File: config.mk
export PLATFORM = sky130hd
export DESIGN_NAME = iwd_top
export DESIGN_NICKNAME = d
export VERILOG_FILES = /design/src/iwd_pkg.sv /design/src/iwd_tick_if.sv /design/src/iwd_tick_div.sv /design/src/iwd_top.sv
export SDC_FILE = /design/constraint.sdc
export NUM_CORES = 1
export LEC_CHECK = 0
export BUFFER_PORTS_ARGS = -buffer_cell sky130_fd_sc_hd__clkbuf_2
export CORE_ASPECT_RATIO = 1.75
export CORE_UTILIZATION = 50
export CTS_BUF_LIST = sky130_fd_sc_hd__clkbuf_2
export DETAILED_ROUTE_END_ITERATION = 8
export PLACE_DENSITY = 0.7
export SLEW_MARGIN = 20
export SYNTH_ARGS = -nofsm -noshare
export SYNTH_HDL_FRONTEND = slang
export SYNTH_SLANG_ARGS = --single-unit
File: constraint.sdc
create_clock -name clk -period 2.6 [get_ports clk]
set_input_delay 0.39 -clock clk [delete_from_list [all_inputs] [get_ports clk]]
set_output_delay 0.39 -clock clk [all_outputs]
set_load 0.03 [all_outputs]
File: src/iwd_pkg.sv
// package for the io port watchdog: port address, interval limits, timing
// assumes a 100 MHz system clock and a 16-bit io address bus
package iwd_pkg;
    localparam logic [15:0] iwd_port_addr = 16'h0443;
    localparam logic [7:0] iwd_min_code = 8'h01;
    localparam logic [7:0] iwd_max_code = 8'h3e;
    localparam int iwd_clk_hz = 100000000;
    localparam int iwd_tick_s = 1;
    // cycles in one second tick
    localparam int iwd_tick_cycles = iwd_clk_hz * iwd_tick_s;
    localparam logic [7:0] iwd_rst_pulse = 8'h10;
    typedef enum logic [1:0] {
        iwd_off = 2'b00,
        iwd_run = 2'b01,
        iwd_fire = 2'b11
    } iwd_state_t;
endpackage

File: src/iwd_tick_if.sv
// interface carrying the one second tick between divider and watchdog
// assumes one clock domain shared by both ends
`timescale 1ns/1ps
interface iwd_tick_if;
    logic restart;
    logic tick;
    modport divider (input restart, output tick);
    modport user (output restart, input tick);
endinterface

File: src/iwd_tick_div.sv
// divider making a one-cycle pulse each tick period
// assumes restart is from logic on the same clock
`timescale 1ns/1ps
module iwd_tick_div #(
    parameter int tick_cycles = iwd_pkg::iwd_tick_cycles
) (
    // clock and reset
    input wire logic clk,
    input wire logic reset,
    // tick carrier
    iwd_tick_if.divider t
);
    typedef struct packed {
        logic [31:0] cnt;
        logic tick;
    } iwd_div_t;
    iwd_div_t s, next_s;
    // count down and pulse at wrap; restart aligns the second
    always_comb begin
        next_s = s;
        next_s.tick = 1'b0;
        if (t.restart || s.cnt == 32'h0) begin
            next_s.cnt = 32'(tick_cycles - 1);
        end else begin
            next_s.cnt = s.cnt - 32'h1;
        end
        if (!t.restart && s.cnt == 32'h0) begin
            next_s.tick = 1'b1;
        end
    end
    // state register
    always_ff @(posedge clk) begin
        if (reset) begin
            s <= '0;
        end else begin
            s <= next_s;
        end
    end
    assign t.tick = s.tick;
endmodule

File: src/iwd_top.sv
// io port watchdog timer: one byte port, write starts, read stops
// assumes io strobes are one-cycle pulses synchronous to clk
`timescale 1ns/1ps
module iwd_top #(
    parameter int tick_cycles = iwd_pkg::iwd_tick_cycles
) (
    // clock and reset
    input wire logic clk,
    input wire logic reset,
    // io port access
    input wire logic [15:0] io_addr,
    input wire logic io_wr,
    input wire logic io_rd,
    input wire logic [7:0] io_wdata,
    output logic [7:0] io_rdata,
    // configuration: 1 selects interrupt, 0 selects processor reset
    input wire logic use_irq,
    // timeout actions
    output logic cpu_reset,
    output logic irq,
    // status
    output logic running
);
    typedef struct packed {
        iwd_pkg::iwd_state_t st;
        logic [7:0] code;
        logic [7:0] left;
        logic [7:0] pulse;
        logic [7:0] rdata;
        logic rst_out;
        logic irq_out;
    } iwd_reg_t;
    iwd_reg_t s, next_s;
    logic hit, wr_hit, rd_hit;
    logic [7:0] code_in;
    iwd_tick_if tk ();
    iwd_tick_div #(.tick_cycles(tick_cycles)) u_div (
        .clk(clk),
        .reset(reset),
        .t(tk)
    );
    // port decode
    assign hit = (io_addr == iwd_pkg::iwd_port_addr);
    assign wr_hit = hit && io_wr;
    assign rd_hit = hit && io_rd && !io_wr;
    // out of range codes are clamped into the legal span
    always_comb begin
        code_in = io_wdata;
        if (io_wdata < iwd_pkg::iwd_min_code) begin
            code_in = iwd_pkg::iwd_min_code;
        end else if (io_wdata > iwd_pkg::iwd_max_code) begin
            code_in = iwd_pkg::iwd_max_code;
        end
    end
    assign tk.restart = wr_hit;
    // watchdog state machine
    always_comb begin
        next_s = s;
        next_s.irq_out = 1'b0;
        if (rd_hit) begin
            next_s.rdata = s.code;
        end
        case (s.st)
            iwd_pkg::iwd_off: begin
                if (wr_hit) begin
                    next_s.code = code_in;
                    next_s.left = code_in;
                    next_s.st = iwd_pkg::iwd_run;
                end
            end
            iwd_pkg::iwd_run: begin
                if (rd_hit) begin
                    next_s.st = iwd_pkg::iwd_off;
                end else if (wr_hit) begin
                    next_s.code = code_in;
                    next_s.left = code_in;
                end else if (tk.tick) begin
                    next_s.left = s.left - 8'h01;
                    if (s.left == 8'h01) begin
                        // interrupt mode drops straight back to off so
                        // a handler can rearm at once
                        next_s.irq_out = use_irq;
                        if (use_irq) begin
                            next_s.st = iwd_pkg::iwd_off;
                        end else begin
                            next_s.st = iwd_pkg::iwd_fire;
                            next_s.pulse = iwd_pkg::iwd_rst_pulse;
                            next_s.rst_out = 1'b1;
                        end
                    end
                end
            end
            iwd_pkg::iwd_fire: begin
                // hold reset for a short pulse, then stay off;
                // writes are dropped while the processor is held
                if (s.pulse == 8'h00) begin
                    next_s.rst_out = 1'b0;
                    next_s.st = iwd_pkg::iwd_off;
                end else begin
                    next_s.pulse = s.pulse - 8'h01;
                end
            end
            default: begin
                next_s.st = iwd_pkg::iwd_off;
            end
        endcase
    end
    // state register; off after reset
    always_ff @(posedge clk) begin
        if (reset) begin
            s <= '0;
        end else begin
            s <= next_s;
        end
    end
    assign io_rdata = s.rdata;
    assign cpu_reset = s.rst_out;
    assign irq = s.irq_out;
    assign running = (s.st == iwd_pkg::iwd_run);

    // helper: cycles the processor reset has been held so far
    logic [7:0] rst_len;
    always_ff @(posedge clk) begin
        if (reset) begin
            rst_len <= 8'h00;
        end else if (cpu_reset) begin
            rst_len <= rst_len + 8'h01;
        end else begin
            rst_len <= 8'h00;
        end
    end

    // timeout fires only after the down-count hits one on a tick
    fire_cause_a: assert property (@(posedge clk)
        disable iff (reset)
        (s.st == iwd_pkg::iwd_run && (next_s.rst_out || next_s.irq_out))
        |-> (tk.tick && s.left == 8'h01 && !wr_hit && !rd_hit))
        else $error("timeout without expiry");
    // a read while running stops the watchdog next cycle
    read_stop_a: assert property (@(posedge clk)
        disable iff (reset)
        (rd_hit && s.st == iwd_pkg::iwd_run) |=> !running)
        else $error("read did not disable");
    // a read returns the last loaded code on the next cycle
    read_data_a: assert property (@(posedge clk)
        disable iff (reset)
        rd_hit |=> (io_rdata == $past(s.code)))
        else $error("read data not the loaded code");
    // a write while off starts it with the clamped code
    write_start_a: assert property (@(posedge clk)
        disable iff (reset)
        (wr_hit && s.st == iwd_pkg::iwd_off) |=>
        (running && s.left == $past(code_in)))
        else $error("write did not start");
    // a refresh reloads the count
    refresh_load_a: assert property (@(posedge clk)
        disable iff (reset)
        (wr_hit && running) |=> (running && s.left == $past(code_in)))
        else $error("refresh did not reload");
    // the loaded code only changes on a write
    code_hold_a: assert property (@(posedge clk)
        disable iff (reset)
        !wr_hit |=> (s.code == $past(s.code)))
        else $error("code changed without a write");
    // each tick without access takes one second off the count
    tick_step_a: assert property (@(posedge clk)
        disable iff (reset)
        (running && tk.tick && !wr_hit && !rd_hit && s.left != 8'h01)
        |=> (running && s.left == $past(s.left) - 8'h01))
        else $error("count did not step");
    // the remaining count stays in range while running
    code_range_a: assert property (@(posedge clk)
        disable iff (reset)
        running |-> (s.left >= iwd_pkg::iwd_min_code &&
        s.left <= iwd_pkg::iwd_max_code))
        else $error("count out of range");
    // interrupt mode never resets the processor
    irq_mode_a: assert property (@(posedge clk)
        disable iff (reset)
        $rose(cpu_reset) |-> !$past(use_irq))
        else $error("reset in interrupt mode");
    // reset mode never raises the interrupt
    rst_mode_a: assert property (@(posedge clk)
        disable iff (reset)
        $rose(irq) |-> $past(use_irq))
        else $error("interrupt in reset mode");
    // interrupt is a single pulse
    irq_pulse_a: assert property (@(posedge clk)
        disable iff (reset)
        irq |=> !irq)
        else $error("irq longer than a cycle");
    // processor reset held for at least 8 cycles
    rst_hold_a: assert property (@(posedge clk)
        disable iff (reset)
        $rose(cpu_reset) |-> cpu_reset [*8])
        else $error("reset pulse too short");
    // reset pulse ends after exactly the programmed width plus one cycle
    rst_width_a: assert property (@(posedge clk)
        disable iff (reset)
        ($fell(cpu_reset) && !$past(reset)) |->
        (rst_len == iwd_pkg::iwd_rst_pulse + 8'h01))
        else $error("reset pulse width wrong");
    // the firing state always drives the processor reset
    fire_drive_a: assert property (@(posedge clk)
        disable iff (reset)
        (s.st == iwd_pkg::iwd_fire) |-> cpu_reset)
        else $error("firing without reset");
    // no action while disabled
    off_quiet_a: assert property (@(posedge clk)
        disable iff (reset)
        (s.st == iwd_pkg::iwd_off) |=> !irq)
        else $error("action while off");
    // system reset leaves the watchdog off and quiet
    reset_off_a: assert property (@(posedge clk)
        $fell(reset) |-> (!running && !cpu_reset && !irq))
        else $error("not off after reset");
    // the watchdog stays off until the next write
    off_hold_a: assert property (@(posedge clk)
        disable iff (reset)
        (s.st == iwd_pkg::iwd_off && !wr_hit) |=> !running)
        else $error("started without a write");
endmodule

After elaboration in Yosys (flattened, before gate mapping):

Cells that the tools add are included.

* $lt $le $gt $ge: 2
* multiplexer cells: 29
* equality and inequality tests: 17
* reductions and logical operators: 19
* bitwise operators: 3
* add/subtract/negate cells: 3

Operators with widths (number)
* $mux 8: 8
* $logic_not 32->1: 1
* $pmux 16 s2: 1
* $sub 32x1->32 const B: 1
* $mux 27: 1
* $mux 24: 1
* $mux 2: 10
* $mux 18: 1
* $eq 16x11->1 const B: 1
* $mux 16: 1
* $pmux 8 s2: 1
* $sub 8x1->8 const B: 2
* $reduce_and 7->1: 2
* $ne 2x2->1 const B: 5
* $ne 3x1->1 const B: 3
* $eq 8x1->1 const B: 1
* $gt 8x6->1 const B: 1
* $logic_not 8->1: 1
* $lt 8x1->1 const B: 1
* $ne 2x1->1 const B: 4
* $reduce_and 4->1: 2
* $pmux 2 s3: 1
* $reduce_or 6->1: 1
* $reduce_and 5->1: 1
* 12 further kinds: 21

* bits of input ports: 29
* register bits: 69
* word-level logic and storage cells: 83

Depth between registers and ports, before layout:

Gate-level depths: netlist of run 1.

* word-level depth: 6
* mapped depth: 9
* mapped depth without buffers: 7

By module:

Synthesis of run 1 repeated with hierarchy kept, for this count alone.

* cells, all modules: 408
* area, all modules: 3554.7 um^2

Modules (own cells, without submodules)
* iwd_top: seq. area each 720.7 um^2, cells each 238, area an instance 2047.0 um^2, instances 1
* iwd_tick_div: seq. area each 660.6 um^2, cells each 170, area an instance 1507.7 um^2, instances 1

Worst setup path after synthesis of run 1:

Ideal clock, no wire load.

* kind: reg-to-reg
* start: reg u_div.s[12] (netlist name)
* end: reg u_div.s[14] (netlist name)
* data required time: 2529 ps
* setup slack: 597 ps
* stages on the path, launching flop included: 9
* period minus slack after synthesis: 2003 ps
* arrival: 1933 ps
* library setup time: 71 ps
* cell sequence: dfxtp_1 -> or3_4 -> nor4_4 -> nand3_2 -> or3_4 -> and2_4 -> buf_6 -> buf_8 -> a21oi_4

* word-level cells in the longest chain between the ends: 3
* elaborated cells between the ends (all ways): 4
* those cells by class: 1 x add/sub; 1 x mux; 2 x reduce/logical

RTL lines
* start: declaration: line iwd_tick_div.sv:17 `iwd_div_t s, next_s;`
* start signal: assignment: line iwd_tick_div.sv:36 `s <= next_s;`
* branches (longest 2 deep; another with $sub 32x1->32)
* $mux 27 *: line iwd_tick_div.sv:22 `if (t.restart || s.cnt == 32'h0) begin`

Every way passes the cells marked *.
A chain may end at the register's enable or synchronous reset.

Worst setup path in the final report of run 1:

* start: reg u_div.s[12] (netlist name)
* end: reg u_div.s[22] (netlist name)

The elaborated chain is that of the path after synthesis.

==> summary.txt, run 1 <==
slew margin rel.: 31.2%
Critical Path End Type: flop
router iterations before antenna repair: 4
warnings from Yosys: 0
via count: 2861
PortBufs: 39
vias per std cell: 5.49
Worst-Skew Late Latency: 0.52 ns
RSZ-0062 raised after global routing: no
Die H: 111 um
CP Data Required Time: 3.00 ns
Post-DP HPWL: 5.28 mm
first-pass GRT wire length: 12.2 mm
max-slew violations: 0
DR DRC count: 0
layout cells sized above 1: 18.0%
Reg clk slew, reported paths: 0.18 ns
die width: 64.2 um
full die area: 7120 um^2
Antenna Diode Count: 0
Setup crit start kind: flop
CTS Hold Buffers Added: 0
max_cap viols: 0
Core ar.: 6540 um^2
post-synth net total: 434
Final Net Count: 468
global route total overflow: 0
Rows: 39
Post-CTS Resized: 0
Avg WL per Cell: 13.7 um
crit share post-route: 83.8%
top-count cell post-synth: dfxtp_1
Post-synth top cells: dfxtp_1 (69), nor2_1 (51), nand2_1 (38), a21oi_1 (32), nor3_1 (21)
CTS buffer count: 9
initial antenna violation count: 0
CTS tree: built
ranking of synthesized cells by area: dfxtp_1 (41%), nor2_1 (5.6%), a21oi_1 (4.7%), xnor2_1 (4.7%), nand2_1 (4.2%)
TNS Setup: 0 ns
HP Class: input pin to flop
synthesized area per cell: 8.47 um^2
Area Growth Syn to Fin: 9.20%
starting density of the core: 51.8%
Tmin final: 2.18 ns
Final Core Density: 56.6%
Mapped Area: 3390 um^2
asr flop ratio synth: 0%
final setup fails: 0
FF+latch count, synth: 69
Synth Instances: 400
register area share after synthesis: 40.8%
leak pwr: 0.00137 uW
clock skew: 0.0269 ns
Routed Antenna Nets: 0
Tot GR Track Use: 21.8%
Setup Buffers After CTS: 0
Worst Tran Pin Value: 1.02 ns
drt initial violations: 136
hold_ws: 0.0882 ns
CP Data Arrival Time: 2.58 ns
final worst setup slack: 0.421 ns
WL final: 7.14 mm
pin count of the biggest net entering global routing: 41
Ports: 40
number of synthesized flops with an enable pin: 0
GPL Wtd Cong: 0.865
Cell Pwr Density: 958 nW/um^2
Final Hold Fails: 0
Worst IR Drop VDD: 0.663 mV
crit path kind: flop to flop
Longest Clk Path Bufs: 2
outcome: completed
worst slack, placed: 0.208 ns
Synth top area share: 40.8%
Yosys cell types: 53
CTS H-tree depth: 3
clock sink count: 69
CTS Root Cell: clkbuf_2
Synth Flop Type: dfxtp_1
crit path max fanout: 6
vias in the first global route: 2818
Synth area leader: dfxtp_1
Fmax achieved: 0.459 GHz
## cell usage in the layout, fill, tap and decap left out, types with 3 or more instances in the layout
master     n
and2_1     4
nor3_1    21
nand2_1   38
nor2_1    51
buf_4      8
nand2b_1   3
a211oi_1   8
xor2_1    13
nor4_1     8
a21oi_4    3
ha_1       5
o21ai_0   13
xnor2_1   18
nand4_1    7
nor2b_1    7
nand3_1    8
o31ai_1    5
clkbuf_2  49
clkinv_1   4
inv_1      8
nand3b_1   6
dfxtp_1   69
or3_1      4
a21oi_2    7
or4_1      3
and3_1     4
a21oi_1   32
## worst paths after layout
| kind | cells past startpoint | slack [ns] | startpoint | endpoint |
|---|---|---|---|---|
| setup reg to reg | 6 | 0.42 | u_div.s[12] | u_div.s[22] |
| setup / recovery | 6 | 0.42 | u_div.s[12] | u_div.s[22] |
| hold / removal | 3 | 0.09 | use_irq | irq |
| hold reg to reg | 2 | 0.46 | io_rdata[3] | io_rdata[3] |
## where the power goes
part	internal [uW]	switching (uW)	total [uW]
Sequential	1280	213	1490
Clock	117	377	494
Combinational	719	840	1560
Total	2110	1430	3550
## final cells by class
type,instances,area (um^2)
clock buffer,10,50.0
clock inverter,6,30.0
fill,644,2840
inverter,8,30.0
multi-input combinational,298,1830
sequential,69,1380
tap,82,103
timing repair buffer,48,275
## per-stage QoR
step	total power, uW	instance area (um^2)	cells
floorplan	2790	3390	400
global placement	3050	3620	505
detailed placement	3080	3620	505
CTS	3570	3700	521
global route	3810	3700	521
finish	3550	3700	521
## critical path: stages, from the launching register on
cell      delay [ns]
dfxtp_1         0.37
or3_4           0.41
or4_1           0.56
nor2_1          0.28
nand3b_1        0.12
xor2_1          0.25
a21oi_4         0.08
## metal layers
layer  wire length [um]  vias up  GRT usage [%]  part of all wire (%)
met3                158       20           2.98                   2.2
met2               3760       48           39.6                    53
met1               2960     1333           22.5                    41
met5                  0        -              0                     0
met4                257        0           14.7                   3.6
li1                   -     1460              -                     -
## cells by family after synthesis
family	Yosys count	share of synthesized area, %
xor+xnor	31	8.01
fa+ha+maj	5	1.85
flops	69	40.8
simple gates	184	28.9
buf+inv	33	5.21
compound gates	78	15.3
## flip-flops by register name, indices dropped and copies added, names as in the netlist
name          cells
s                26
io_rdata          8
irq               1
u_div.s          32
cpu_reset         1
u_div.t.tick      1
(Power assumes the default switching activity.)
==> run 2: changes to the inputs <==
ABC_AREA = 1   (was not set)
PLACE_DENSITY = 0.69   (was 0.7)
clock period = 2.04 ns   (was 2.6 ns; I/O delays follow)
==> run 2 against run 1 <==
The run now ends with DRC left. Utilization increased by 0.22 points. Clock skew grew 0.024 ns. Sequential share of layout area is 6.8 points lower. Synthesized cell count up 52%. Register-to-register slack worse by 0.14 ns. Sequential power grew 27%. Global-route usage increased by 0.95 points. Critical endpoint is now running. Largest cell class unchanged. Largest power group unchanged.
==> summary.txt, run 2 <==
Post-Layout Inst Area: 4520 um^2
Worst IR Drop VDD: 1.04 mV
HP Class: input pin to flop
slew margin rel.: 65.5%
FF-to-FF path depth: 10
register area share after synthesis: 33.2%
CTS Root Cell: clkbuf_2
Antenna Diode Count: 0
Post-DP HPWL: 7.27 mm
warnings from Yosys: 0
failing checks: DRC
die width: 70.9 um
final setup fails: 0
synthesized area per cell: 6.82 um^2
CTS tree: built
hold wc startpoint: io_wdata[2]
full die area: 8690 um^2
hold path endpoint: s[28]
GPL Wtd Cong: 0.907
initial antenna violation count: 0
outcome: finished with violations
post-synthesis mux area share: 0%
pin count of the biggest net entering global routing: 26
WL final: 9.26 mm
drt initial violations: 216
Core ar.: 7960 um^2
clock sink count: 69
Final Net Count: 682
max-slew violations: 0
Synth Flop Type: dfxtp_1
crit path max fanout: 6
commonest non-fill, non-tap cell in the layout: nand2_1
top-count cell post-synth: nand2_1
number of synthesized flops with an enable pin: 0
Synth top area share: 33.2%
Ports: 40
crit share post-route: 92.9%
commonest cells after routing, fill and taps aside: nand2_1 (127), nor2_1 (107), inv_1 (80)
Worst Tran Pin Value: 0.515 ns
TNS Setup: 0 ns
Setup crit start kind: flop
RR Startpoint: u_div.s[1]
Setup Buffers After CTS: 0
vias per std cell: 5.22
Power Total: 5350 uW
CP Data Required Time: 1.73 ns
Synth Area in XOR/XNOR: 4.64%
PortBufs: 39
Critical Path End Type: output port
Longest Clk Path Bufs: 2
global route total overflow: 0
Area Growth Syn to Fin: 8.85%
CP Data Arrival Time: 1.59 ns
via count: 3875
reg2reg end: u_div.s[20]
Tmin final: 1.90 ns
Tot GR Track Use: 22.8%
Post-synth top cells: nand2_1 (127), nor2_1 (107), inv_1 (80), dfxtp_1 (69), nand3_1 (31)
Avg WL per Cell: 12.5 um
clock skew: 0.0507 ns
Synth Area in Simple Gates: 40.7%
Final Hold Fails: 0
Top reg by flops: u_div.s
post-synth net total: 643
worst hold stages: 3
DR DRC count: 14
Cell Pwr Density: 1180 nW/um^2
Yosys cell types: 39
Routed Antenna Nets: 0
Post-DP Area: 4390 um^2
Synth Instances: 609
Rows: 43
vias in the first global route: 3769
FF+latch count, synth: 69
Die H: 123 um
RSZ-0062 raised after global routing: no
main combinational cell family by area after synthesis: simple AND/OR/NAND/NOR gates
Reg clk slew, reported paths: 0.24 ns
Layout Cells excl Fill: 743
max_cap viols: 0
crit path kind: flop to output port
layout cells sized above 1: 18.1%
CTS H-tree depth: 3
hold_ws: 0.0568 ns
Synth area leader: dfxtp_1
post-synthesis compound-gate area fraction: 9.24%
starting density of the core: 52.2%
adder-cell share of the synthesized area: 1.51%
asr flop ratio synth: 0%
placed insts: 726
CTS buffer count: 9
ranking of synthesized cells by area: dfxtp_1 (33%), nand2_1 (11%), nor2_1 (9.7%), inv_1 (7.2%), nand3_1 (3.7%)
Worst-Skew Late Latency: 0.56 ns
router iterations before antenna repair: 6
leak pwr: 0.00215 uW
first-pass GRT wire length: 15.5 mm
Fmax achieved: 0.527 GHz
max reg flops: 32
FF-to-FF setup slack: 0.28 ns
Mapped Area: 4160 um^2
run 2: cell count changes after synthesis, moves of 8 or more:
cell      delta
a211oi_1     -8
inv_1       +72
nand2_1     +89
nand2_2     +10
nand3_1     +23
nor2_1      +56
nor2_2       +9
nor3_1      -14
o21ai_0     +15
xnor2_1     -11
run 2: kinds of logic (layout without fill, tap and decap cells):
kind of cell,Yosys count,in the layout
AND/OR/NAND/NOR,340,340
buffers and inverters,103,147
AO/OA/AOI/OAI,70,70
flip-flops,69,69
XOR/XNOR,22,22
adder cells (fa/ha/maj),5,5
run 2: area by class of cell:
class                      instances  area [um^2]
timing repair buffer              47          258
multi-input combinational        437         2330
sequential                        69         1380
clock inverter                     7         81.3
fill                             804         3440
clock buffer                       9         45.0
tap                               90          113
inverter                          84          315
run 2: worst max-delay path by stage:
stage,start,end,depth (start not counted)
after floorplan,u_div.s[1],u_div.s[18],10
after global placement,u_div.s[1],u_div.s[20],10
after detailed placement,u_div.s[1],u_div.s[20],10
after CTS,s[34],running,3
after global routing,s[34],running,3
final,s[34],running,3
run 2: critical path, stage by stage (launching register included):
cell	delay, ns
dfxtp_1	0.46
inv_2	0.05
nor2_2	0.27
clkbuf_2	0.28
run 2: stage by stage:
step	util (%)	worst slack [ns]
final	56.8	0.144
after global routing	56.8	0.0244
after CTS	56.8	0.0827
after detailed placement	55.1	0.260
after global placement	55.1	0.313
after floorplan	-	0.516
run 2: per-layer routing:
layer | part of all wire [%] | track usage, %
met5 | 0 | 0
met4 | 4.9 | 15.3
met3 | 4.0 | 4.93
met2 | 53 | 44.3
met1 | 38 | 20.6
run 2: repair_timing:
item                      4_1_cts  5_1_grt
hold buffers                    1        0
hold endpoints to repair        1        0
resized for setup               0        0
run 2: power by group:
group / leakage (uW) / switching (uW) / internal, uW / total (uW)
logic: 0.00152 / 1710 / 912 / 2630
registers: 0.000560 / 268 / 1620 / 1890
clock network: 0.0000735 / 542 / 300 / 842
==> run 3: changes to the inputs <==
ABC_AREA = not set   (was 1)
PLACE_DENSITY = 0.7   (was 0.69)
==> run 3 against run 2 <==
The run now ends clean. Total power down 1.7%. Worst setup slack worse by 0.13 ns. Critical path depth up 3. Register-to-register slack worse by 0.26 ns. Clock skew down 0.024 ns. Clock-buffer cell count unchanged. Clock power up 7.1%. Sequential power about the same. Cell area down 12%. Critical path type is now flop to flop. Critical endpoint is now u_div.s[4].
==> summary.txt, run 3 (synthesis results as in run 1) <==
GPL Wtd Cong: 0.892
outcome: completed
CP Data Required Time: 2.49 ns
RSZ-0062 raised after global routing: yes
commonest cells after routing, fill and taps aside: dfxtp_1 (68), nor2_1 (51), clkbuf_2 (48)
crit path kind: flop to flop
first-pass GRT wire length: 13.1 mm
CTS tree: built
hold path endpoint: s[31]
CTS H-tree depth: 3
die width: 64.2 um
CP bufs+invs: 0
Cell Pwr Density: 1320 nW/um^2
HP Class: input pin to flop
CTS buffer count: 9
max_cap viols: 0
RR Startpoint: u_div.s[27]
PortBufs: 39
clock skew: 0.0267 ns
Power Total: 5260 uW
Worst IR Drop VDD: 1.10 mV
worst slack, placed: -0.0663 ns
Layout Cells excl Fill: 549
final worst setup slack: 0.0155 ns
delay-heaviest family, CP: simple AND/OR/NAND/NOR gates
router iterations before antenna repair: 4
Final Hold Fails: 0
Post-Layout Inst Area: 4000 um^2
DR DRC count: 0
initial antenna violation count: 0
Post-DP HPWL: 5.70 mm
slew margin rel.: 64.0%
full die area: 7120 um^2
Worst Tran Pin Value: 0.536 ns
starting density of the core: 51.8%
Antenna Diode Count: 0
Rows: 39
reg2reg end: u_div.s[4]
Routed Antenna Nets: 0
Avg WL per Cell: 14.4 um
commonest non-fill, non-tap cell in the layout: dfxtp_1
Core ar.: 6540 um^2
crit path max fanout: 9
vias per std cell: 5.45
Worst-Skew Late Latency: 0.52 ns
hold_ws: 0.0956 ns
layout cells sized above 1: 24.6%
CTS Root Cell: clkbuf_2
pin count of the biggest net entering global routing: 22
Area Growth Syn to Fin: 18.1%
Slowest Stage Delay on Critical Path: 0.41 ns
Post-DP Area: 3810 um^2
worst hold stages: 3
Critical Path End Type: flop
leak pwr: 0.00155 uW
Tmin final: 2.02 ns
vias in the first global route: 3023
crit share post-route: 99.2%
Ports: 40
CP Data Arrival Time: 2.47 ns
clock sink count: 69
Tot GR Track Use: 23.6%
Fmax achieved: 0.494 GHz
Setup crit start kind: flop
drt initial violations: 264
global route total overflow: 0
FF-to-FF setup slack: 0.02 ns
Reg clk slew, reported paths: 0.20 ns
WL final: 7.89 mm
FF-to-FF path depth: 6
max-slew violations: 0
Top reg by flops: u_div.s
hold wc startpoint: io_wdata[5]
Die H: 111 um
Longest Clk Path Bufs: 2
via count: 2993
CP Cell Sequence: nor4_2, nand4_1, or3_1, or3_4, and2_4, a21oi_1
max reg flops: 32
CP max-delay cell: or3_4
Final Net Count: 496
placed insts: 530
final setup fails: 0
-- run 3: tightest hold or removal path, stage by stage --
cell	delay, ns
clkbuf_2	0.11
nor2_1	0.11
a211oi_1	0.07
-- run 3: power by group --
part           internal, uW  total (uW)  switching, uW
Sequential             1630        1900            265
Clock                   399         902            503
Combinational          1260        2460           1200
Total                  3290        5260           1970
-- run 3: repair_timing --
action,in CTS,in global routing
gates cloned,0,1
hold buffers,1,0
gates resized for setup,4,5
pin swaps,2,2
endpoints found under the hold margin,1,0
endpoints found under the setup margin,18,29
setup buffers,1,0
-- run 3: final cells by class --
type	instances	area [um^2]
fill	589	2540
multi-input combinational	299	1870
sequential	69	1380
timing repair buffer	75	484
tap	82	103
clock inverter	7	90.1
clock buffer	9	45.0
inverter	8	30.0
-- run 3: worst max path at each step --
stage | cells past startpoint | start | slack (ns) | to
global placement | 8 | io_addr[0] | -0.03 | s[22]
detailed placement | 8 | io_addr[13] | -0.07 | s[25]
CTS | 6 | u_div.s[14] | -0.01 | u_div.s[8]
global route | 7 | u_div.s[14] | -0.06 | u_div.s[27]
finish | 6 | u_div.s[27] | 0.02 | u_div.s[4]
floorplan | 8 | u_div.s[12] | 0.04 | u_div.s[14]
-- run 3: metrics by stage --
stage | TNS (ns) | utilization (%)
2_1_floorplan | 0 | -
3_3_place_gp | -0.0692 | 58.2
3_5_place_dp | -0.280 | 58.2
4_1_cts | -0.0285 | 60.8
5_1_grt | -0.811 | 61.2
6_report | 0 | 61.2
-- run 3: layer usage --
layer / share of wire [%] / GRT usage, %
met1: 39 / 23.8
met2: 55 / 44.0
met3: 2.9 / 4.84
met4: 2.9 / 12.1
met5: 0 / 0
